### src/scmc_pkg.sv
// shared constants and types for the self-tune and averaging control block
package scmc_pkg;

  // register byte offsets on the wishbone bus
  localparam logic [3:0] SCMC_OFF_CTRL = 4'h0;
  localparam logic [3:0] SCMC_OFF_IRQ_STAT = 4'h4;
  localparam logic [3:0] SCMC_OFF_IRQ_MASK = 4'h8;
  localparam logic [3:0] SCMC_OFF_RESULT = 4'hC;

  // control register field positions
  localparam int SCMC_BIT_CAL = 7;
  localparam int SCMC_BIT_FAIL = 6;
  localparam int SCMC_BIT_REPEAT = 3;
  localparam int SCMC_BIT_MEAN_EN = 2;
  localparam int SCMC_LSB_CNT_SEL = 0;

  // interrupt status and mask bit positions
  localparam int SCMC_IRQ_CAL_DONE = 0;
  localparam int SCMC_IRQ_CAL_FAIL = 1;
  localparam int SCMC_IRQ_RESULT = 2;
  localparam int SCMC_IRQ_W = 3;

  // reset values
  localparam logic [7:0] SCMC_CTRL_RST = 8'h00;
  localparam logic [2:0] SCMC_IRQ_RST = 3'h0;

  // mean count select encodings
  localparam logic [1:0] SCMC_CNT_4 = 2'h0;
  localparam logic [1:0] SCMC_CNT_8 = 2'h1;
  localparam logic [1:0] SCMC_CNT_16 = 2'h2;
  localparam logic [1:0] SCMC_CNT_32 = 2'h3;

  // widest average needs five extra accumulator bits
  localparam int SCMC_ACC_EXTRA = 5;

  typedef struct packed {
    logic cal;
    logic fail;
    logic [1:0] rsvd;
    logic repeat_en;
    logic mean_en;
    logic [1:0] cnt_sel;
  } scmc_ctrl_s;

  typedef enum logic [2:0] {
    SCMC_ST_IDLE,
    SCMC_ST_CONV_REQ,
    SCMC_ST_CONV_WAIT,
    SCMC_ST_CAL_REQ,
    SCMC_ST_CAL_WAIT
  } scmc_state_e;

endpackage : scmc_pkg
### src/scmc_ctrl.sv
// self-tune sequencing, conversion mode and hardware averaging control with wishbone registers
//
// Summary of operation
// - setting cal start bit launches self-tune; bit reads 1 until sequence ends
// - setting cal start bit aborts any conversion in progress at once
// - trigger select high, register write or stop mode during self-tune sets fail
// - writing 1 to fail flag bit 6 clears it
// - fail flag reads 0 after clean self-tune, 1 after failed one
// - control bits 5 and 4 always read zero
// - repeat bit clear: one conversion or one averaged set per initiation
// - repeat bit set: conversions or averaged sets repeat after initiation
// - mean enable bit 2 turns hardware averaging off or on
// - count select 00,01,10,11 averages 4,8,16,32 conversions
//
// The placing of the registers and the Wishbone slave port were left to the implementer.
`timescale 1ns/10ps
`default_nettype none

module scmc_ctrl
  import scmc_pkg::*;
#(
  parameter int DATA_W = 16
) (
  input wire logic clk_i,
  input wire logic rst_i,
  // wishbone classic slave
  input wire logic wb_cyc_i,
  input wire logic wb_stb_i,
  input wire logic wb_we_i,
  input wire logic [3:0] wb_adr_i,
  input wire logic [3:0] wb_sel_i,
  input wire logic [31:0] wb_dat_i,
  output logic [31:0] wb_dat_o,
  output logic wb_ack_o,
  // converter-side signals, same clock domain
  input wire logic hw_trigger_select_i,
  input wire logic other_reg_write_i,
  input wire logic stop_mode_i,
  input wire logic conv_initiate_i,
  output logic conv_abort_o,
  output logic conv_go_o,
  input wire logic conv_done_i,
  input wire logic [DATA_W-1:0] conv_data_i,
  output logic cal_go_o,
  output logic cal_abort_o,
  input wire logic cal_done_i,
  output logic [DATA_W-1:0] result_o,
  output logic result_valid_o,
  output logic irq_o
);

  // five guard bits hold a full set of 32 samples without overflow
  localparam int ACC_W = DATA_W + SCMC_ACC_EXTRA;

  ////////////////////////////////////////////////////////////////////////////
  // decode helpers

  // right shift that divides the sum by the selected count
  function automatic logic [2:0] mean_shift(input logic [1:0] sel);
    case (sel)
      SCMC_CNT_4: mean_shift = 3'h2;
      SCMC_CNT_8: mean_shift = 3'h3;
      SCMC_CNT_16: mean_shift = 3'h4;
      default: mean_shift = 3'h5;
    endcase
  endfunction : mean_shift

  // index of the last sample of a set
  function automatic logic [4:0] mean_last(input logic [1:0] sel);
    mean_last = 5'((6'h01 << mean_shift(sel)) - 6'h01);
  endfunction : mean_last

  ////////////////////////////////////////////////////////////////////////////
  // state

  scmc_ctrl_s ctrl_q;
  scmc_ctrl_s ctrl_d;
  logic [SCMC_IRQ_W-1:0] irq_stat_q;
  logic [SCMC_IRQ_W-1:0] irq_stat_d;
  logic [SCMC_IRQ_W-1:0] irq_mask_q;
  scmc_state_e state_q;
  scmc_state_e state_d;
  logic [ACC_W-1:0] acc_q;
  logic [4:0] sample_cnt_q;
  logic [DATA_W-1:0] result_q;
  logic result_valid_q;
  logic ack_q;
  logic [31:0] rdata_q;
  logic irq_q;

  ////////////////////////////////////////////////////////////////////////////
  // wishbone decode

  // ack is registered, so every access spans two edges; a request held past ack is taken again
  wire logic req_new = wb_cyc_i & wb_stb_i & ~ack_q;
  // writes land on the edge where ack is seen high
  wire logic wr_fire = wb_cyc_i & wb_stb_i & ack_q & wb_we_i;
  wire logic wr_lane0 = wr_fire & wb_sel_i[0];
  wire logic wr_ctrl = wr_lane0 & (wb_adr_i == SCMC_OFF_CTRL);
  wire logic wr_stat = wr_lane0 & (wb_adr_i == SCMC_OFF_IRQ_STAT);
  wire logic wr_mask = wr_lane0 & (wb_adr_i == SCMC_OFF_IRQ_MASK);
  wire scmc_ctrl_s wr_ctrl_val = scmc_ctrl_s'(wb_dat_i[7:0]);

  wire logic cal_busy = (state_q == SCMC_ST_CAL_REQ) | (state_q == SCMC_ST_CAL_WAIT);
  wire logic conv_busy = (state_q == SCMC_ST_CONV_REQ) | (state_q == SCMC_ST_CONV_WAIT);
  wire logic cal_start = wr_ctrl & wr_ctrl_val.cal & ~cal_busy;
  // the write that starts self-tune is not itself a disturbing write
  wire logic cal_disturb = cal_busy & (hw_trigger_select_i | other_reg_write_i | stop_mode_i | wr_fire);
  wire logic cal_finish = (state_q == SCMC_ST_CAL_WAIT) & cal_done_i;
  wire logic fail_clr = wr_ctrl & wr_ctrl_val.fail;

  ////////////////////////////////////////////////////////////////////////////
  // conversion and averaging datapath

  // a done pulse in the cycle of a self-tune start belongs to the aborted conversion and is dropped
  wire logic conv_take = (state_q == SCMC_ST_CONV_WAIT) & conv_done_i & ~cal_start;
  wire logic [ACC_W-1:0] acc_sum = acc_q + ACC_W'(conv_data_i);
  wire logic set_last = sample_cnt_q == mean_last(ctrl_q.cnt_sel);
  wire logic [ACC_W-1:0] acc_avg = acc_sum >> mean_shift(ctrl_q.cnt_sel);
  wire logic set_done = conv_take & (~ctrl_q.mean_en | set_last);
  // truncating average: low bits of the sum are dropped, no rounding
  wire logic [DATA_W-1:0] set_value = ctrl_q.mean_en ? acc_avg[DATA_W-1:0] : conv_data_i;

  // idle and self-tune clear the sum so a set cut short never leaks into the next one
  always_ff @(posedge clk_i) begin
    if (rst_i) begin
      acc_q <= '0;
      sample_cnt_q <= 5'h00;
    end else if (cal_start | (state_q == SCMC_ST_IDLE) | set_done) begin
      acc_q <= '0;
      sample_cnt_q <= 5'h00;
    end else if (conv_take) begin
      acc_q <= acc_sum;
      sample_cnt_q <= sample_cnt_q + 5'h01;
    end
  end

  always_ff @(posedge clk_i) begin
    if (rst_i) begin
      result_q <= '0;
      result_valid_q <= 1'b0;
    end else begin
      result_valid_q <= set_done;
      if (set_done) begin
        result_q <= set_value;
      end
    end
  end

  ////////////////////////////////////////////////////////////////////////////
  // sequencer

  // a self-tune start overrides every other transition, so the abort needs no state of its own
  always_comb begin
    state_d = state_q;
    case (state_q)
      SCMC_ST_IDLE: begin
        if (conv_initiate_i) begin
          state_d = SCMC_ST_CONV_REQ;
        end
      end
      SCMC_ST_CONV_REQ: begin
        state_d = SCMC_ST_CONV_WAIT;
      end
      SCMC_ST_CONV_WAIT: begin
        if (set_done & ~ctrl_q.repeat_en) begin
          state_d = SCMC_ST_IDLE;
        end else if (conv_take) begin
          state_d = SCMC_ST_CONV_REQ;
        end
      end
      SCMC_ST_CAL_REQ: begin
        state_d = SCMC_ST_CAL_WAIT;
      end
      SCMC_ST_CAL_WAIT: begin
        if (cal_done_i) begin
          state_d = SCMC_ST_IDLE;
        end
      end
      default: begin
        state_d = SCMC_ST_IDLE;
      end
    endcase
    if (cal_start) begin
      state_d = SCMC_ST_CAL_REQ;
    end
  end

  always_ff @(posedge clk_i) begin
    if (rst_i) begin
      state_q <= SCMC_ST_IDLE;
    end else begin
      state_q <= state_d;
    end
  end

  ////////////////////////////////////////////////////////////////////////////
  // control register

  // a write while self-tune runs still updates the mode fields; it only marks the run as failed
  always_comb begin
    ctrl_d = ctrl_q;
    if (wr_ctrl) begin
      ctrl_d.repeat_en = wr_ctrl_val.repeat_en;
      ctrl_d.mean_en = wr_ctrl_val.mean_en;
      ctrl_d.cnt_sel = wr_ctrl_val.cnt_sel;
    end
    if (cal_start) begin
      ctrl_d.cal = 1'b1;
    end else if (cal_finish) begin
      ctrl_d.cal = 1'b0;
    end
    // a fresh sequence starts with a clean fail flag so a good run reads 0
    if (cal_start) begin
      ctrl_d.fail = 1'b0;
    end else if (fail_clr) begin
      ctrl_d.fail = 1'b0;
    end
    if (cal_disturb) begin
      ctrl_d.fail = 1'b1;
    end
    ctrl_d.rsvd = 2'h0;
  end

  always_ff @(posedge clk_i) begin
    if (rst_i) begin
      ctrl_q <= scmc_ctrl_s'(SCMC_CTRL_RST);
    end else begin
      ctrl_q <= ctrl_d;
    end
  end

  ////////////////////////////////////////////////////////////////////////////
  // interrupt status and mask

  // the failure event fires once per run, on the first disturbance only
  logic [SCMC_IRQ_W-1:0] irq_evt;
  assign irq_evt[SCMC_IRQ_CAL_DONE] = cal_finish;
  assign irq_evt[SCMC_IRQ_CAL_FAIL] = cal_disturb & ~ctrl_q.fail;
  assign irq_evt[SCMC_IRQ_RESULT] = set_done;

  // a new event in the clearing cycle survives the write-one-to-clear
  wire logic [SCMC_IRQ_W-1:0] stat_clr = wr_stat ? wb_dat_i[SCMC_IRQ_W-1:0] : '0;
  assign irq_stat_d = (irq_stat_q & ~stat_clr) | irq_evt;

  always_ff @(posedge clk_i) begin
    if (rst_i) begin
      irq_stat_q <= SCMC_IRQ_RST;
      irq_mask_q <= SCMC_IRQ_RST;
      irq_q <= 1'b0;
    end else begin
      irq_stat_q <= irq_stat_d;
      // a mask write counts at once so the pin never lags the registers by a cycle
      irq_q <= |(irq_stat_d & (wr_mask ? wb_dat_i[SCMC_IRQ_W-1:0] : irq_mask_q));
      if (wr_mask) begin
        irq_mask_q <= wb_dat_i[SCMC_IRQ_W-1:0];
      end
    end
  end

  ////////////////////////////////////////////////////////////////////////////
  // read path and ack

  // read data is captured when the request is taken and held until the next one
  logic [31:0] rd_mux;
  always_comb begin
    case (wb_adr_i)
      SCMC_OFF_CTRL: rd_mux = {24'h000000, ctrl_q};
      SCMC_OFF_IRQ_STAT: rd_mux = {29'h00000000, irq_stat_q};
      SCMC_OFF_IRQ_MASK: rd_mux = {29'h00000000, irq_mask_q};
      SCMC_OFF_RESULT: rd_mux = 32'(result_q);
      default: rd_mux = 32'h00000000;
    endcase
  end

  always_ff @(posedge clk_i) begin
    if (rst_i) begin
      ack_q <= 1'b0;
      rdata_q <= 32'h00000000;
    end else begin
      ack_q <= req_new;
      if (req_new) begin
        rdata_q <= rd_mux;
      end
    end
  end

  ////////////////////////////////////////////////////////////////////////////
  // outputs

  // handshake and data outputs other than the abort come straight from flip-flops or the state register
  assign wb_ack_o = ack_q;
  assign wb_dat_o = rdata_q;
  // the abort is combinational so the converter stops in the very cycle the start lands
  assign conv_abort_o = cal_start & conv_busy;
  assign conv_go_o = state_q == SCMC_ST_CONV_REQ;
  assign cal_go_o = state_q == SCMC_ST_CAL_REQ;
  // aborting self-tune is not offered; a disturbed run still ends on its own
  assign cal_abort_o = 1'b0;
  assign result_o = result_q;
  assign result_valid_o = result_valid_q;
  assign irq_o = irq_q;

endmodule : scmc_ctrl

`default_nettype wire

### config.mk
export PLATFORM = sky130hd
export DESIGN_NAME = scmc_ctrl
export DESIGN_NICKNAME = d
export VERILOG_FILES = /design/src/scmc_pkg.sv /design/src/scmc_ctrl.sv
export SDC_FILE = /design/constraint.sdc
export NUM_CORES = 1
export LEC_CHECK = 0
export ABC_CLOCK_PERIOD_IN_PS = 4400
export BUFFER_PORTS_ARGS = -buffer_cell sky130_fd_sc_hd__buf_2
export CAP_MARGIN = 0
export CORE_ASPECT_RATIO = 1.5
export CORE_MARGIN = 2
export CORE_UTILIZATION = 47
export CTS_BUF_LIST = sky130_fd_sc_hd__clkbuf_16
export CTS_CLUSTER_SIZE = 30
export DETAILED_ROUTE_END_ITERATION = 10
export PLACE_DENSITY = 0.76
export REMOVE_ABC_BUFFERS = 1
export SYNTH_ARGS = -nofsm -noshare
export SYNTH_HDL_FRONTEND = slang
export SYNTH_SLANG_ARGS = --single-unit
export TNS_END_PERCENT = 50
### constraint.sdc
create_clock -name clk_i -period 4.4 [get_ports clk_i]
set_input_delay 0.44 -clock clk_i [delete_from_list [all_inputs] [get_ports clk_i]]
set_output_delay 0.44 -clock clk_i [all_outputs]
set_load 0.01 [all_outputs]
After elaboration in Yosys (flattened, before gate mapping)
Cells that the tools add are included.
- $add $sub $neg: 3
- bitwise gates (word level): 37
- equal/unequal tests: 16
- reduce and logical (&&, ||, !) cells: 10
- muxes and demuxes: 16
- shifts and indexed selects: 2
- operators by type and width (kind ; number):
    one-hot mux 16 bit (4 select lines) ; 1
    adder 21 x 16 -> 21 bit ; 1
    >> shifter 21 x 3 -> 16 bit ; 1
    bitwise AND 1 bit ; 19
    two-way mux 3 bit ; 6
    two-way mux 16 bit ; 1
    one-hot mux 3 bit (5 select lines) ; 1
    one-hot mux 3 bit (3 select lines) ; 1
    equality test 4 bit, second input constant ; 2
    bitwise OR 1 bit ; 8
    bitwise AND 3 bit ; 2
    equality test 3 x 2 -> 1 bit, second input constant ; 2
    != test 3 bit, second input constant ; 2
    NOT 1 bit ; 6
    AND reduction 3 bit ; 2
    adder 5 x 1 -> 5 bit, second input constant ; 1
    equality test 5 bit ; 1
    two-way mux 1 bit ; 5
    left shift 1 x 3 -> 5 bit, first input constant ; 1
    subtractor 5 x 1 -> 5 bit, second input constant ; 1
    equality test 4 x 3 -> 1 bit, second input constant ; 1
    logical NOT 4 bit ; 1
    != test 2 bit, second input constant ; 2
    != test 4 x 3 -> 1 bit, second input constant ; 1
    other kinds (14) ; 15
- bits of input ports: 67
- output and inout port bits: 55
- flip-flop bits (word level): 94
- logic and storage cells: 101

Longest topological paths before layout
- depth in word-level cells: 14
- mapped depth: 10
- depth with buffers taken out: 9

Least setup slack after synthesis
Ideal clock, no wire load.
- path kind: input to register
- from: input port conv_data_i[0]
- to: register result_q[14] (netlist: result_o[14])
- setup slack: 1540 ps
- data arrival time: 2718 ps
- library setup time: 142 ps
- required time: 4258 ps
- buffers on the path: 0
- stages on the path: 9
- cell sequence: ha_1 > fa_1 > a21o_1 > a221oi_4 > o21ai_4 > a31oi_4 > mux2_2 > o41ai_1 > o221ai_1
- cells in the longest elaborated chain, start to end: 3
- RTL lines (item ; RTL line ; text):
    from (decl) ; scmc_ctrl.sv:43 ; input wire logic [DATA_W-1:0] conv_data_i,
    adder 21 x 16 -> 21 bit ; scmc_ctrl.sv:117 ; wire logic [ACC_W-1:0] acc_sum = acc_q + ACC_W'(conv_data_i);
    >> shifter 21 x 3 -> 16 bit ; scmc_ctrl.sv:119 ; wire logic [ACC_W-1:0] acc_avg = acc_sum >> mean_shift(ctrl_q.cnt_sel);
    two-way mux 16 bit ; scmc_ctrl.sv:122 ; wire logic [DATA_W-1:0] set_value = ctrl_q.mean_en ? acc_avg[DATA_W-1:0] : conv_data_i;
    to (signal assigned) ; scmc_ctrl.sv:145 ; result_q <= set_value;
    to (decl) ; scmc_ctrl.sv:85 ; logic [DATA_W-1:0] result_q;
Every way passes these cells.
A chain may end at the register's enable or synchronous reset.

Final worst setup path
- from: register acc_q[0]
- to: register result_q[14] (netlist: result_o[14])
- cells in the longest elaborated chain, start to end: 3
- RTL lines (item ; RTL line ; text):
    from (decl) ; scmc_ctrl.sv:83 ; logic [ACC_W-1:0] acc_q;
    from (signal assigned) ; scmc_ctrl.sv:133 ; acc_q <= acc_sum;
    adder 21 x 16 -> 21 bit ; scmc_ctrl.sv:117 ;
    >> shifter 21 x 3 -> 16 bit ; scmc_ctrl.sv:119 ;
    two-way mux 16 bit ; scmc_ctrl.sv:122 ;
Every way passes these cells.

==> run summary <==
For the smallest setup slack after layout, the log shows 1.28 ns. The tools report the startpoint type of the worst setup path as a flip-flop. Counting every instance in the synthesized netlist gives 583. The logs give 292 for the detailed router's first-iteration violation count and 0.223 for the overall routing resource usage. The fraction of layout instances using a drive strength above 1 came out at 0.197. Async set-or-reset flop fraction in the synthesized netlist: 0.

For this design, the CTS-stage hold fixing added 0 buffers. Setup repair after global routing left no endpoint under its margin. Before antenna repair, the detailed router went through 5 iterations. By area the synthesized netlist is led by sky130_fd_sc_hd__dfxtp_1 31%, sky130_fd_sc_hd__nor2_1 6.5%, sky130_fd_sc_hd__a21oi_1 5.3%, sky130_fd_sc_hd__ha_1 4.4%, sky130_fd_sc_hd__mux2i_1 3.7%. The logs give 0 ns for the final total negative setup slack and 3.30 ns for the data arrival time of the worst path. Excluding fillers, the count of instances in the completed layout stands at 755.

The tools report the number of hold-slack violations in the final timing report as 0. Yosys printed 0 warnings. In this run the standard cell core region covers 10100 um^2.

The row count is 45, and the share of the clock period used by the worst path after layout is 0.709. The logs give 0 for the final antenna diode count and 955 for the final-layout fill cell count. The class of the tightest hold or removal check was input pin to flip-flop.

Routability-driven placement finished with a final weighted congestion of 0.875. sky130_fd_sc_hd__nor2_1 is the most common cell in the netlist. The tools report the type of destination of the critical path as a flip-flop. The run gives 0.00227 uW as the leakage power.

The number of antenna violations at the first check in global routing was 0; the required time of the critical path was 4.59 ns. Area growth from synthesis to final layout: 12.3%. For the portion of the post-synthesis area used by sequential elements, the log shows 0.314.

TritonCTS built the clock tree. The clock transition at the registers of the reported paths was 0.06 ns. Across the routed clock network, the largest skew measured is 0.00969 ns. The number of unique standard cell types used by synthesis is 79. The count of buffers added by post-CTS timing repair for setup was 0. The final design utilization came out at 0.540. The logs give 0 for the count of final max-slew check failures and 0.349 for the worst slew slack as a fraction of its limit.

The total die area is 11100 um^2. After detailed placement, the design holds a cell count of 739. The number of enable-type register cells in the synthesized netlist was 0. At the end of the flow, the number of nets in the layout was 718. For the placed wire-length estimate after detailed placement, the log shows 9150 um. The worst path in the final design needs a cycle of 3.12 ns, including I/O delays and setup.

The buffer depth of the longest clock path was 2; the number of levels the H-tree was split into was 3. Once the clock tree was built, the resizer swapped 0 gates to a different size. The logs give 321 MHz for the achievable clock frequency and 54 for the pin count of the biggest net entering global routing.

Dividing the detail-routed wire length by the instance count gives 16.3 um. The root buffer cell is sky130_fd_sc_hd__clkbuf_16. Buffers inserted during clock tree synthesis total 9. After detailed routing, the number of remaining DRC violations is 0.

Among all flip-flop cells after synthesis, the most frequent one is sky130_fd_sc_hd__dfxtp_1. In this run the tool buffered the top-level ports with 75 buffer cells. The die is 86.9 um wide. The total via count in the routed design came out at 4473.

The classification of the worst setup path was flip-flop to flip-flop. For the maximum ir drop on the vdd rail, the log shows 0.155 mV. The via count of the first global-routing pass came out at 4326. Dividing the synthesized area by the synthesized cell count gives 8.31 um^2. In the routed layout, each cell is associated on average with a via count of 5.92. After synthesis, the most frequently instantiated cells are 84 x sky130_fd_sc_hd__nor2_1, 76 x sky130_fd_sc_hd__dfxtp_1, 51 x sky130_fd_sc_hd__a21oi_1. The top cell type's share of synthesized area was 0.314. The design draws 1610 uW. The count of boundary I/O pins is 122, and the global-route wire length before repair is 20000 um. The initial standard-cell utilization of the core was 0.480; the count of final setup violators was 0.

From bottom edge to top edge, the die measures 128 um. At the pin with the least slew margin, the transition time is 0.977 ns. The final global-route overflow total is 0. Synthesis inferred 76 register bits. Power spread over the standard cell area amounts to 296 nW/um^2. The tree built by TritonCTS fans out to 76 sinks.

The flow ran to the end, and the final reports show no timing, DRC or antenna violations. In this run the remaining antenna-violating nets after routing total 0. For the number of max-cap violations, the log shows 0. For this block, the routed nets add up to 12300 um of wire.

Timing analysis after detailed placement gives a worst setup slack of 1.01 ns. Of all nets on the critical path, the largest fanout is 11. The dominant cell type by area after synthesis is sky130_fd_sc_hd__dfxtp_1.

The logs give 4840 um^2 for the netlist area before placement and 0.34 ns for the clock latency reported for the late side of the worst-skew pair.
## logic make-up (layout without fill, tap and decap cells)
logic type,after synthesis,after routing,synth area share
multiplexers,27,27,0.0729
XOR/XNOR,23,23,0.0416
AO/OA/AOI/OAI,155,155,0.234
other,1,17,0.000774
flip-flops,76,76,0.314
buffers and inverters,66,105,0.0721
AND/OR/NAND/NOR,217,217,0.216
adder cells (fa/ha/maj),18,18,0.0481
## cell type report
cell class	count	area [um^2]	share of cell area
well taps	117	146	0.0269
flip-flops and latches	76	1520	0.280
repair buffers	80	413	0.0759
multi-input cells	457	3030	0.558
clock inverters	7	66.3	0.0122
inverters	9	33.8	0.00621
clock buffers	9	225	0.0414
## worst max-delay path, stage by stage (launching register included)
cell and delay [ns]:
sky130_fd_sc_hd__dfxtp_1 0.31, sky130_fd_sc_hd__ha_1 0.21, sky130_fd_sc_hd__fa_1 0.42, sky130_fd_sc_hd__a21o_1 0.24, sky130_fd_sc_hd__a221oi_4 0.42, sky130_fd_sc_hd__o21ai_4 0.14, sky130_fd_sc_hd__a31oi_4 0.33, sky130_fd_sc_hd__mux2_2 0.38
sky130_fd_sc_hd__o41ai_1 0.35, sky130_fd_sc_hd__o221ai_1 0.16
## metrics by stage
step | hold WS, ns | instance area (um^2)
2_1_floorplan | 0.440 | 4590
3_3_place_gp | 0.448 | 5150
3_5_place_dp | 0.454 | 5150
4_1_cts | 0.335 | 5440
5_1_grt | 0.351 | 5440
6_report | 0.326 | 5440
## routing by layer
layer	track usage	part of all wire	wire, um
met2	0.382	0.50	6160
met3	0.0361	0.046	571
met4	0.112	0.037	451
met1	0.265	0.42	5130
met5	0	0	0
## cells in the final DEF, fill, tap and decap left out, types with 12 or more instances in the layout
master,count
sky130_fd_sc_hd__nor3_1,19
sky130_fd_sc_hd__xnor2_1,14
sky130_fd_sc_hd__dfxtp_1,76
sky130_fd_sc_hd__nor2_1,84
sky130_fd_sc_hd__a211oi_1,12
sky130_fd_sc_hd__nand2_1,47
sky130_fd_sc_hd__buf_2,75
sky130_fd_sc_hd__a21oi_1,51
sky130_fd_sc_hd__mux2i_1,18
sky130_fd_sc_hd__a22oi_1,16
sky130_fd_sc_hd__conb_1,17
sky130_fd_sc_hd__ha_1,17
## flip-flops by register name, summed over array words and instances, names as in the netlist
name,count
irq_mask_q,3
result_o,16
ctrl_q,6
acc_q,21
result_valid_o,1
wb_ack_o,1
irq_stat_q,3
irq_o,1
wb_dat_o,16
state_q,3
sample_cnt_q,5
## where the power goes
| part | internal [uW] | switching, uW | leakage, uW | total [uW] |
|---|---|---|---|---|
| Sequential | 698 | 10.3 | 0.000613 | 708 |
| Combinational | 61.8 | 108 | 0.00152 | 170 |
| Clock | 436 | 295 | 0.000137 | 731 |
## worst paths after layout
check                        start                        end  slack (ns)  cells past startpoint
max          acc_q[0]$_SDFFE_PP0P_  result_o[14]$_SDFFE_PP0P_        1.28                      9
min                    wb_dat_i[3]     ctrl_q[3]$_SDFFE_PP0N_        0.33                      3
max reg2reg  acc_q[0]$_SDFFE_PP0P_  result_o[14]$_SDFFE_PP0P_        1.28                      9
min reg2reg  acc_q[7]$_SDFFE_PP0P_      acc_q[7]$_SDFFE_PP0P_        0.46                      2
(Power assumes the default switching activity.)
